===== src/hdl/sbg_pkg.sv =====
package sbg_pkg;
  // ==========================================================
  // Register byte addresses
  localparam logic [7:0] OFF_BAUD_CTRL = 8'h00;
  localparam logic [7:0] OFF_RX_CTRL = 8'h04;
  localparam logic [7:0] OFF_DIV_LOW = 8'h08;
  localparam logic [7:0] OFF_DIV_HIGH = 8'h0C;
  localparam logic [7:0] OFF_TX_CTRL = 8'h10;
  localparam logic [7:0] OFF_IRQ_STAT = 8'h14;
  localparam logic [7:0] OFF_IRQ_MASK = 8'h18;
  // ==========================================================
  // Baud control bit positions
  localparam int BC_ABD_OVF = 7;
  localparam int BC_RX_IDLE = 6;
  localparam int BC_POL = 4;
  localparam int BC_WIDTH = 3;
  localparam int BC_WAKE = 1;
  localparam int BC_ABD_EN = 0;
  // Transmit control bit positions
  localparam int TX_SYNC = 4;
  localparam int TX_HIGH_SPEED = 2;
  localparam int TX_SHIFT_EMPTY = 1;
  // Receive control bit positions
  localparam int RX_PORT_EN = 7;
  localparam int RX_STAT_W = 3;
  // Interrupt status bit positions
  localparam int IRQ_WAKE = 0;
  localparam int IRQ_ABD_DONE = 1;
  localparam int IRQ_ABD_OVF = 2;
  localparam int IRQ_W = 3;
  // ==========================================================
  // Writable masks and reset values
  localparam logic [7:0] BC_WR_MASK = 8'h1B;
  localparam logic [7:0] TX_WR_MASK = 8'hFD;
  localparam logic [7:0] RX_WR_MASK = 8'hF8;
  localparam logic [7:0] REG_RST = 8'h00;
  // ==========================================================
  // Prescale terminal counts: period multiplier minus one
  localparam logic [5:0] PRE_X64 = 6'h3F;
  localparam logic [5:0] PRE_X16 = 6'h0F;
  localparam logic [5:0] PRE_X4 = 6'h03;
  localparam logic [5:0] PRE_ZERO = 6'h00;
  localparam logic [15:0] TMR_ZERO = 16'h0000;
  // ==========================================================
  // Mode fields steering the generator
  typedef struct packed {
    logic sync_mode;
    logic high_speed;
    logic width16;
    logic polarity;
  } sbg_mode_s;
  // APB answer
  typedef struct packed {
    logic ready;
    logic slverr;
    logic [31:0] rdata;
  } sbg_apb_rsp_s;
endpackage

===== src/hdl/sbg_baud_gen.sv =====
// The APB register port and the register addresses are this design's own decisions.
`timescale 1ns/100ps
// Behaviour
// The divisor timer is 8 bits wide after reset and 16 bits when width select is set.
// The high and low divisor bytes set the reload period of the bit-rate timer.
// Async multiplier follows high speed and width select; sync ignores high speed.
// Any divisor write clears the bit-rate timer at once.
// Rates are clk/(64(n+1)) 8-bit slow async, clk/(16(n+1)) 16-bit slow, clk/(4(n+1)) sync.
// Fast async gives clk/(16(n+1)) in 8-bit and clk/(4(n+1)) in 16-bit.
// The auto-baud overflow flag shows a measurement overflow, read only, reset 0.
// The receive-idle flag is 1 while idle and 0 while receiving, reset 1.
// In async mode polarity 1 inverts the data driven to the transmit pin.
// In sync mode polarity selects the data clock edge, 1 rising, 0 falling.
// Wake-up waits for a falling receive edge, raises the receive flag, then clears.
// Auto-baud enable starts detection in async mode and self-clears on completion.
// Unused baud control bits ignore writes and read 0.
// Software checks the idle flag before changing the system clock.
// Software prefers high speed or 16-bit divisor to reduce rate error.
// In 8-bit mode only the low divisor byte sets the period.
module sbg_baud_gen (
  // Clock and reset
  input wire logic pclk,
  input wire logic presetn,
  // APB slave
  input wire logic psel,
  input wire logic penable,
  input wire logic pwrite,
  input wire logic [7:0] paddr,
  input wire logic [31:0] pwdata,
  output logic [31:0] prdata,
  output logic pready,
  output logic pslverr,
  // Serial line
  input wire logic rx_pin,
  output logic transmit_clock_pin,
  // Shift logic side
  input wire logic tx_data_i,
  input wire logic tx_shift_empty_i,
  input wire logic rx_busy_i,
  input wire logic [2:0] rx_status_i,
  input wire logic autobaud_done_i,
  input wire logic autobaud_ovf_i,
  output logic bit_tick,
  output logic sync_rising_edge,
  output logic autobaud_active,
  output logic receive_interrupt_flag,
  // Interrupt
  output logic irq
);

  // ==========================================================
  // Register state
  logic [7:0] bcon_r;
  logic [7:0] txc_r;
  logic [7:0] rxc_r;
  logic [7:0] divisor_low_byte_r;
  logic [7:0] divisor_high_byte_r;
  logic [2:0] irq_stat_r;
  logic [2:0] irq_mask_r;
  logic abd_ovf_r;
  logic rx_idle_r;
  sbg_pkg::sbg_mode_s mode;
  sbg_pkg::sbg_apb_rsp_s rsp_r;
  logic wr_acc;
  logic rd_acc;
  logic div_wr;
  logic [7:0] rd_byte;
  logic mapped;

  // Field view of the control registers
  assign mode = {txc_r[sbg_pkg::TX_SYNC],
                 txc_r[sbg_pkg::TX_HIGH_SPEED],
                 bcon_r[sbg_pkg::BC_WIDTH],
                 bcon_r[sbg_pkg::BC_POL]};

  // Access phase strobes; effects land on the completing edge
  assign wr_acc = psel && penable && pready && pwrite;
  assign rd_acc = psel && penable && pready && !pwrite;
  assign div_wr = wr_acc && (paddr == sbg_pkg::OFF_DIV_LOW ||
                             paddr == sbg_pkg::OFF_DIV_HIGH);

  // ==========================================================
  // Read mux; unused baud control bits fall out as zero
  always_comb begin
    mapped = 1'b1;
    rd_byte = 8'h00;
    unique case (paddr)
      sbg_pkg::OFF_BAUD_CTRL: begin
        rd_byte = bcon_r & sbg_pkg::BC_WR_MASK;
        rd_byte[sbg_pkg::BC_ABD_OVF] = abd_ovf_r;
        rd_byte[sbg_pkg::BC_RX_IDLE] = rx_idle_r;
      end
      sbg_pkg::OFF_RX_CTRL: begin
        rd_byte = {rxc_r[7:sbg_pkg::RX_STAT_W], rx_status_i};
      end
      sbg_pkg::OFF_DIV_LOW: rd_byte = divisor_low_byte_r;
      sbg_pkg::OFF_DIV_HIGH: rd_byte = divisor_high_byte_r;
      sbg_pkg::OFF_TX_CTRL: begin
        rd_byte = txc_r;
        rd_byte[sbg_pkg::TX_SHIFT_EMPTY] = tx_shift_empty_i;
      end
      sbg_pkg::OFF_IRQ_STAT: rd_byte = {5'h00, irq_stat_r};
      sbg_pkg::OFF_IRQ_MASK: rd_byte = {5'h00, irq_mask_r};
      default: mapped = 1'b0;
    endcase
  end

  // APB answer: one wait-free access phase, data captured in setup
  always_ff @(posedge pclk or negedge presetn) begin
    if (!presetn) begin
      rsp_r <= '0;
    end else begin
      rsp_r.ready <= psel && !penable;
      rsp_r.slverr <= psel && !penable && !mapped;
      rsp_r.rdata <= (psel && !penable && !pwrite) ?
                     {24'h000000, rd_byte} : 32'h00000000;
    end
  end
  assign pready = rsp_r.ready;
  assign pslverr = rsp_r.slverr;
  assign prdata = rsp_r.rdata;

  // ==========================================================
  // Divisor and mode registers
  always_ff @(posedge pclk or negedge presetn) begin
    if (!presetn) begin
      divisor_low_byte_r <= sbg_pkg::REG_RST;
      divisor_high_byte_r <= sbg_pkg::REG_RST;
      txc_r <= sbg_pkg::REG_RST;
      rxc_r <= sbg_pkg::REG_RST;
      irq_mask_r <= '0;
    end else if (wr_acc) begin
      if (paddr == sbg_pkg::OFF_DIV_LOW) begin
        divisor_low_byte_r <= pwdata[7:0];
      end
      if (paddr == sbg_pkg::OFF_DIV_HIGH) begin
        divisor_high_byte_r <= pwdata[7:0];
      end
      if (paddr == sbg_pkg::OFF_TX_CTRL) begin
        txc_r <= pwdata[7:0] & sbg_pkg::TX_WR_MASK;
      end
      if (paddr == sbg_pkg::OFF_RX_CTRL) begin
        rxc_r <= pwdata[7:0] & sbg_pkg::RX_WR_MASK;
      end
      if (paddr == sbg_pkg::OFF_IRQ_MASK) begin
        irq_mask_r <= pwdata[sbg_pkg::IRQ_W-1:0];
      end
    end
  end

  // ==========================================================
  // Receive pin synchroniser; only agreeing late stages count
  logic rx_s1_r;
  logic rx_s2_r;
  logic rx_s3_r;
  logic rx_level_r;
  logic rx_fall;
  always_ff @(posedge pclk or negedge presetn) begin
    if (!presetn) begin
      rx_s1_r <= 1'b1;
      rx_s2_r <= 1'b1;
      rx_s3_r <= 1'b1;
      rx_level_r <= 1'b1;
    end else begin
      rx_s1_r <= rx_pin;
      rx_s2_r <= rx_s1_r;
      rx_s3_r <= rx_s2_r;
      if (rx_s2_r == rx_s3_r) begin
        rx_level_r <= rx_s3_r;
      end
    end
  end
  assign rx_fall = rx_level_r && (rx_s2_r == rx_s3_r) && !rx_s3_r;

  // ==========================================================
  // Baud control: software bits plus hardware self-clears
  logic wake_hit;
  logic abd_finish;
  assign wake_hit = bcon_r[sbg_pkg::BC_WAKE] && !mode.sync_mode &&
                    rx_fall;
  assign abd_finish = bcon_r[sbg_pkg::BC_ABD_EN] && !mode.sync_mode &&
                      autobaud_done_i;
  always_ff @(posedge pclk or negedge presetn) begin
    if (!presetn) begin
      bcon_r <= sbg_pkg::REG_RST;
    end else begin
      if (wr_acc && paddr == sbg_pkg::OFF_BAUD_CTRL) begin
        bcon_r <= pwdata[7:0] & sbg_pkg::BC_WR_MASK;
      end
      // Hardware clear wins so a finished event never re-arms
      if (wake_hit) begin
        bcon_r[sbg_pkg::BC_WAKE] <= 1'b0;
      end
      if (abd_finish) begin
        bcon_r[sbg_pkg::BC_ABD_EN] <= 1'b0;
      end
    end
  end

  // Auto-baud overflow flag, cleared when detection is restarted
  always_ff @(posedge pclk or negedge presetn) begin
    if (!presetn) begin
      abd_ovf_r <= 1'b0;
    end else if (autobaud_ovf_i && !mode.sync_mode) begin
      abd_ovf_r <= 1'b1;
    end else if (wr_acc && paddr == sbg_pkg::OFF_BAUD_CTRL &&
                 pwdata[sbg_pkg::BC_ABD_EN]) begin
      abd_ovf_r <= 1'b0;
    end
  end

  // Receive idle flag; software polls it before clock changes
  always_ff @(posedge pclk or negedge presetn) begin
    if (!presetn) begin
      rx_idle_r <= 1'b1;
    end else begin
      rx_idle_r <= !rx_busy_i;
    end
  end

  // ==========================================================
  // Bit-rate generator: prescaler then divisor timer
  logic [5:0] pre_top;
  logic [15:0] period;
  logic [5:0] pre_r;
  logic [15:0] bit_rate_timer_r;
  logic gen_run;
  always_comb begin
    // Sync ignores high speed; async picks by both bits
    if (mode.sync_mode) begin
      pre_top = sbg_pkg::PRE_X4;
    end else if (mode.width16 && mode.high_speed) begin
      pre_top = sbg_pkg::PRE_X4;
    end else if (mode.width16 || mode.high_speed) begin
      pre_top = sbg_pkg::PRE_X16;
    end else begin
      pre_top = sbg_pkg::PRE_X64;
    end
  end
  // High byte only counts in 16-bit mode
  assign period = mode.width16 ?
                  {divisor_high_byte_r, divisor_low_byte_r} :
                  {8'h00, divisor_low_byte_r};
  assign gen_run = rxc_r[sbg_pkg::RX_PORT_EN];

  always_ff @(posedge pclk or negedge presetn) begin
    if (!presetn) begin
      pre_r <= sbg_pkg::PRE_ZERO;
      bit_rate_timer_r <= sbg_pkg::TMR_ZERO;
      bit_tick <= 1'b0;
    end else if (div_wr || !gen_run) begin
      // New rate starts from zero, no wait for overflow
      pre_r <= sbg_pkg::PRE_ZERO;
      bit_rate_timer_r <= sbg_pkg::TMR_ZERO;
      bit_tick <= 1'b0;
    end else if (pre_r >= pre_top) begin
      pre_r <= sbg_pkg::PRE_ZERO;
      if (bit_rate_timer_r >= period) begin
        bit_rate_timer_r <= sbg_pkg::TMR_ZERO;
        bit_tick <= 1'b1;
      end else begin
        bit_rate_timer_r <= bit_rate_timer_r + 16'h0001;
        bit_tick <= 1'b0;
      end
    end else begin
      pre_r <= pre_r + 6'h01;
      bit_tick <= 1'b0;
    end
  end

  // ==========================================================
  // Line side outputs
  always_ff @(posedge pclk or negedge presetn) begin
    if (!presetn) begin
      transmit_clock_pin <= 1'b1;
      sync_rising_edge <= 1'b0;
      autobaud_active <= 1'b0;
      receive_interrupt_flag <= 1'b0;
    end else begin
      // Async only: inversion would corrupt a sync clock
      transmit_clock_pin <= tx_data_i ^
                            (mode.polarity && !mode.sync_mode);
      sync_rising_edge <= mode.polarity && mode.sync_mode;
      autobaud_active <= bcon_r[sbg_pkg::BC_ABD_EN] &&
                         !mode.sync_mode;
      receive_interrupt_flag <= wake_hit;
    end
  end

  // ==========================================================
  // Interrupt status: sticky, read clears, a new event beats the clear
  logic [2:0] irq_ev;
  assign irq_ev = {autobaud_ovf_i && !mode.sync_mode, abd_finish,
                   wake_hit};
  always_ff @(posedge pclk or negedge presetn) begin
    if (!presetn) begin
      irq_stat_r <= '0;
    end else if (rd_acc && paddr == sbg_pkg::OFF_IRQ_STAT) begin
      // Clear only what the read returned; setup-cycle events survive
      irq_stat_r <= (irq_stat_r & ~rsp_r.rdata[sbg_pkg::IRQ_W-1:0]) | irq_ev;
    end else begin
      irq_stat_r <= irq_stat_r | irq_ev;
    end
  end
  always_ff @(posedge pclk or negedge presetn) begin
    if (!presetn) begin
      irq <= 1'b0;
    end else begin
      irq <= |(irq_stat_r & irq_mask_r);
    end
  end
endmodule


===== config.mk =====
export PLATFORM = sky130hd
export DESIGN_NAME = sbg_baud_gen
export DESIGN_NICKNAME = d
export VERILOG_FILES = /design/src/hdl/sbg_pkg.sv /design/src/hdl/sbg_baud_gen.sv
export SDC_FILE = /design/constraint.sdc
export NUM_CORES = 1
export LEC_CHECK = 0
export BUFFER_PORTS_ARGS = -buffer_cell sky130_fd_sc_hd__buf_2
export CORE_AREA = 2 2 97 146
export CTS_BUF_LIST = sky130_fd_sc_hd__clkbuf_4 sky130_fd_sc_hd__clkbuf_8
export CTS_CLUSTER_SIZE = 10
export DETAILED_ROUTE_END_ITERATION = 8
export DIE_AREA = 0 0 99 148
export GPL_ROUTABILITY_DRIVEN = 0
export PLACE_DENSITY = 0.58
export SYNTH_ARGS = -nofsm -noshare
export SYNTH_HDL_FRONTEND = slang
export SYNTH_SLANG_ARGS = --single-unit

===== constraint.sdc =====
create_clock -name pclk -period 4.9 [get_ports pclk]
set_input_delay 0.98 -clock pclk [delete_from_list [all_inputs] [get_ports pclk]]
set_output_delay 0.98 -clock pclk [all_outputs]
set_load 0.05 [all_outputs]

==> impl_metrics.toml <==
[cts]
cts_hold_buf = 0
post_cts_resized = 0
cts_tree = "done"
clk_pin_slew_ns = 0.08
postCtsSetupRepairBufs = 0
clk-insertion-delay-late_ns = 0.36
cts_root_buffer = "clkbuf_8"
clock_path_buffers = 2
htree_levels = 3
cts_num_sinks = 82
cts_buffers = 9

[global_routing]
antenna_found_initial = 0
grt_use_total = 0.136
grt_max_degree = 83
overflow = 0
grt_pass1_vias = 3049
grt_pass1_wl_um = 15800

[detailed_routing]
drc = 0
ant_nets = 0
first_iter_violations = 151
vias = 2993
drt_first_pass_iters = 4
wl_um = 9540
viasPerCell = 4.94
wire_per_inst_um = 15.7

[layout]
antennaDiodeCount = 0
fillers = 1347
multi_input_area_um2 = 1940
fin_nets = 515
areaGrowthSynthToFinish_pct = 11.0
drive_gt1_frac = 0.234
area.sequential_um2 = 2060

[yosys]
yosys-top-cells-area = "dfrtp_1 45%, mux2_2 7.8%, ha_1 6.6%"
synth_cells = 392
async_flop_share = 1.00
ys_seq_area_frac = 0.490
synth_area_um2 = 4200
synth_edf_count = 0
ys_ff_latch = 82
netlist.area_leader.share = 0.453
avgSynthCellArea_um2 = 10.7
synth_ff_type = "dfrtp_1"
yosys.area.top_type = "dfrtp_1"
ys_warn_count = 0
synth_cell_type_count = 45

[timing]
fin_tns_setup_ns = 0
setup_viol = 0
period_minus_slack_ns = 3.08
fin_crit_sh = 0.629
fmax_ghz = 0.324
max_slew_margin = 0.296
rsz0062_at_grt = "false"
fin_skew_ns = 0.00870
drv_slew = 0
worst_slew_pin_slew_ns = 1.05
finalWorstSetupSlack_ns = 1.82
hold_viol = 0

[die]
ios = 94
start_util = 0.315
core_um2 = 13300
die_h_um = 148
die_x_um = 99
dieArea_um2 = 14700
num_rows = 52

[worst_setup_path]
end_kind = "flop"
crit_type = "reg2reg"
cpMostUsedCell = "nand2_1"
crit_chain = "nand2_1, ha_1, and4_1, nand2_1, a2111oi_0, nor4_2, o21ai_1, nor2_1"
cp_data_required_time_ns = 5.10
critPathTopFamily = "compound AO/OA/AOI/OAI gates"
crit_fanout = 14
critPathSlowestCell = "o21ai_1"
critPathLaunchType = "flop"
path_buf_inv = 0
critical_path_arrival_ns = 3.28
max_stage_delay_ns = 0.83

[power]
max-vdd-ir-drop_mv = 0.145
power_density_nw_per_um2 = 263
cellLeakagePower_nw = 2.18

[status]
status = "finished, final reports clean"

[run]
maxCapViolations = 0

[hold_path]
min_path_type = "reg2reg"

[placed_design]
hpwl_um = 7120
place_ws_ns = 1.67
io_buffer_count = 45
## per-layer routing
layer  global-route usage  up-vias  share of wire
met5                    0        -              0
met4               0.0500        0          0.018
met3               0.0232       11          0.030
met2                0.248       61           0.54
met1                0.157     1481           0.41
li1                     -     1440              -
## cell usage in the layout, fill, tap and decap left out, types with 8 or more instances in the layout
| master | count |
|---|---|
| a21oi_1 | 8 |
| o21ai_0 | 11 |
| nand2_1 | 35 |
| buf_2 | 44 |
| inv_1 | 16 |
| nand3_1 | 12 |
| conb_1 | 24 |
| nor2_1 | 38 |
| dfrtp_1 | 76 |
| a22oi_1 | 13 |
| ha_1 | 22 |
| a31oi_1 | 9 |
| nand4_1 | 13 |
| mux2_2 | 29 |
| xor2_1 | 12 |
| clkbuf_8 | 9 |
## logic make-up (layout without fill, tap and decap cells)
group	Yosys count	in the layout	share of synthesized area
muxes	30	30	0.0801
adders and majority gates	23	23	0.0679
buffers and inverters	48	77	0.0694
AOI/OAI and AO/OA	58	58	0.0950
other	1	24	0.000893
xor gates and xnor gates	18	18	0.0375
DFF	82	82	0.490
and+or+nand+nor	132	132	0.159
## area by class of cell
type	count	area share
Sequential cell	82	0.442
Inverter	16	0.0129
Clock inverter	4	0.00644
Tap cell	162	0.0435
Clock buffer	12	0.0314
Multi-Input combinational cell	285	0.415
Timing Repair Buffer	45	0.0488
## flip-flops by register name (all words and copies together) (netlist names), 3 cells and up
| signal | count |
|---|---|
| bcon_r | 4 |
| bit_rate_timer_r | 16 |
| divisor_high_byte_r | 8 |
| divisor_low_byte_r | 8 |
| irq_mask_r | 3 |
| irq_stat_r | 3 |
| prdata | 8 |
| pre_r | 6 |
| rxc_r | 5 |
| txc_r | 7 |
## power breakdown
group	internal, mW	switching (mW)	total [mW]
Clock	0.201	0.247	0.448
Combinational	0.0155	0.0751	0.0906
Sequential	0.684	0.00351	0.688
Total	0.901	0.326	1.23
## stage by stage
step	instance area, um^2	power, mW	hold slack, ns	std cells	utilization
2_1_floorplan	4290	0.773	0.345	415	-
3_3_place_gp	4490	0.791	0.348	590	0.336
3_5_place_dp	4490	0.793	0.351	590	0.336
4_1_cts	4660	1.24	0.363	606	0.350
5_1_grt	4660	1.28	0.364	606	0.350
6_report	4660	1.23	0.361	606	0.350
## path summary, 6_finish.rpt
| kind | from | endpoint | slack, ns | depth (start not counted) |
|---|---|---|---|---|
| worst max-delay path | bcon_r[3]$_DFFE_PN0P_ | bit_rate_timer_r[14]$_DFFE_PN0P_ | 1.82 | 8 |
| worst min-delay path | rx_s1_r$_DFF_PN1_ | rx_s2_r$_DFF_PN1_ | 0.36 | 0 |
| worst max register to register | bcon_r[3]$_DFFE_PN0P_ | bit_rate_timer_r[14]$_DFFE_PN0P_ | 1.82 | 8 |
| worst min register to register | rx_s1_r$_DFF_PN1_ | rx_s2_r$_DFF_PN1_ | 0.36 | 0 |
| max in group asynchronous | presetn | prdata[5]$_DFF_PN0_ | 3.44 | 1 |
| min in group asynchronous | presetn | pslverr$_DFF_PN0_ | 0.80 | 1 |
## synth_stat cells, drive strengths merged, types with 6 or more instances
master	number
o21ai	12
a31oi	9
nand2	35
buf	29
ha	22
mux2	29
xnor2	6
dfrtp	76
nor2	39
a22oi	13
nand2b	6
a21o	6
xor2	12
nand4	13
a21oi	8
nand3	13
dfstp	6
inv	16
## worst register-to-register path, cell delays in order (launching register included)
cell	delay (ns)
dfrtp_1	0.58
nand2_1	0.12
ha_1	0.32
and4_1	0.26
nand2_1	0.10
a2111oi_0	0.42
nor4_2	0.17
o21ai_1	0.83
nor2_1	0.13
Power figures use the tool's default switching activity.
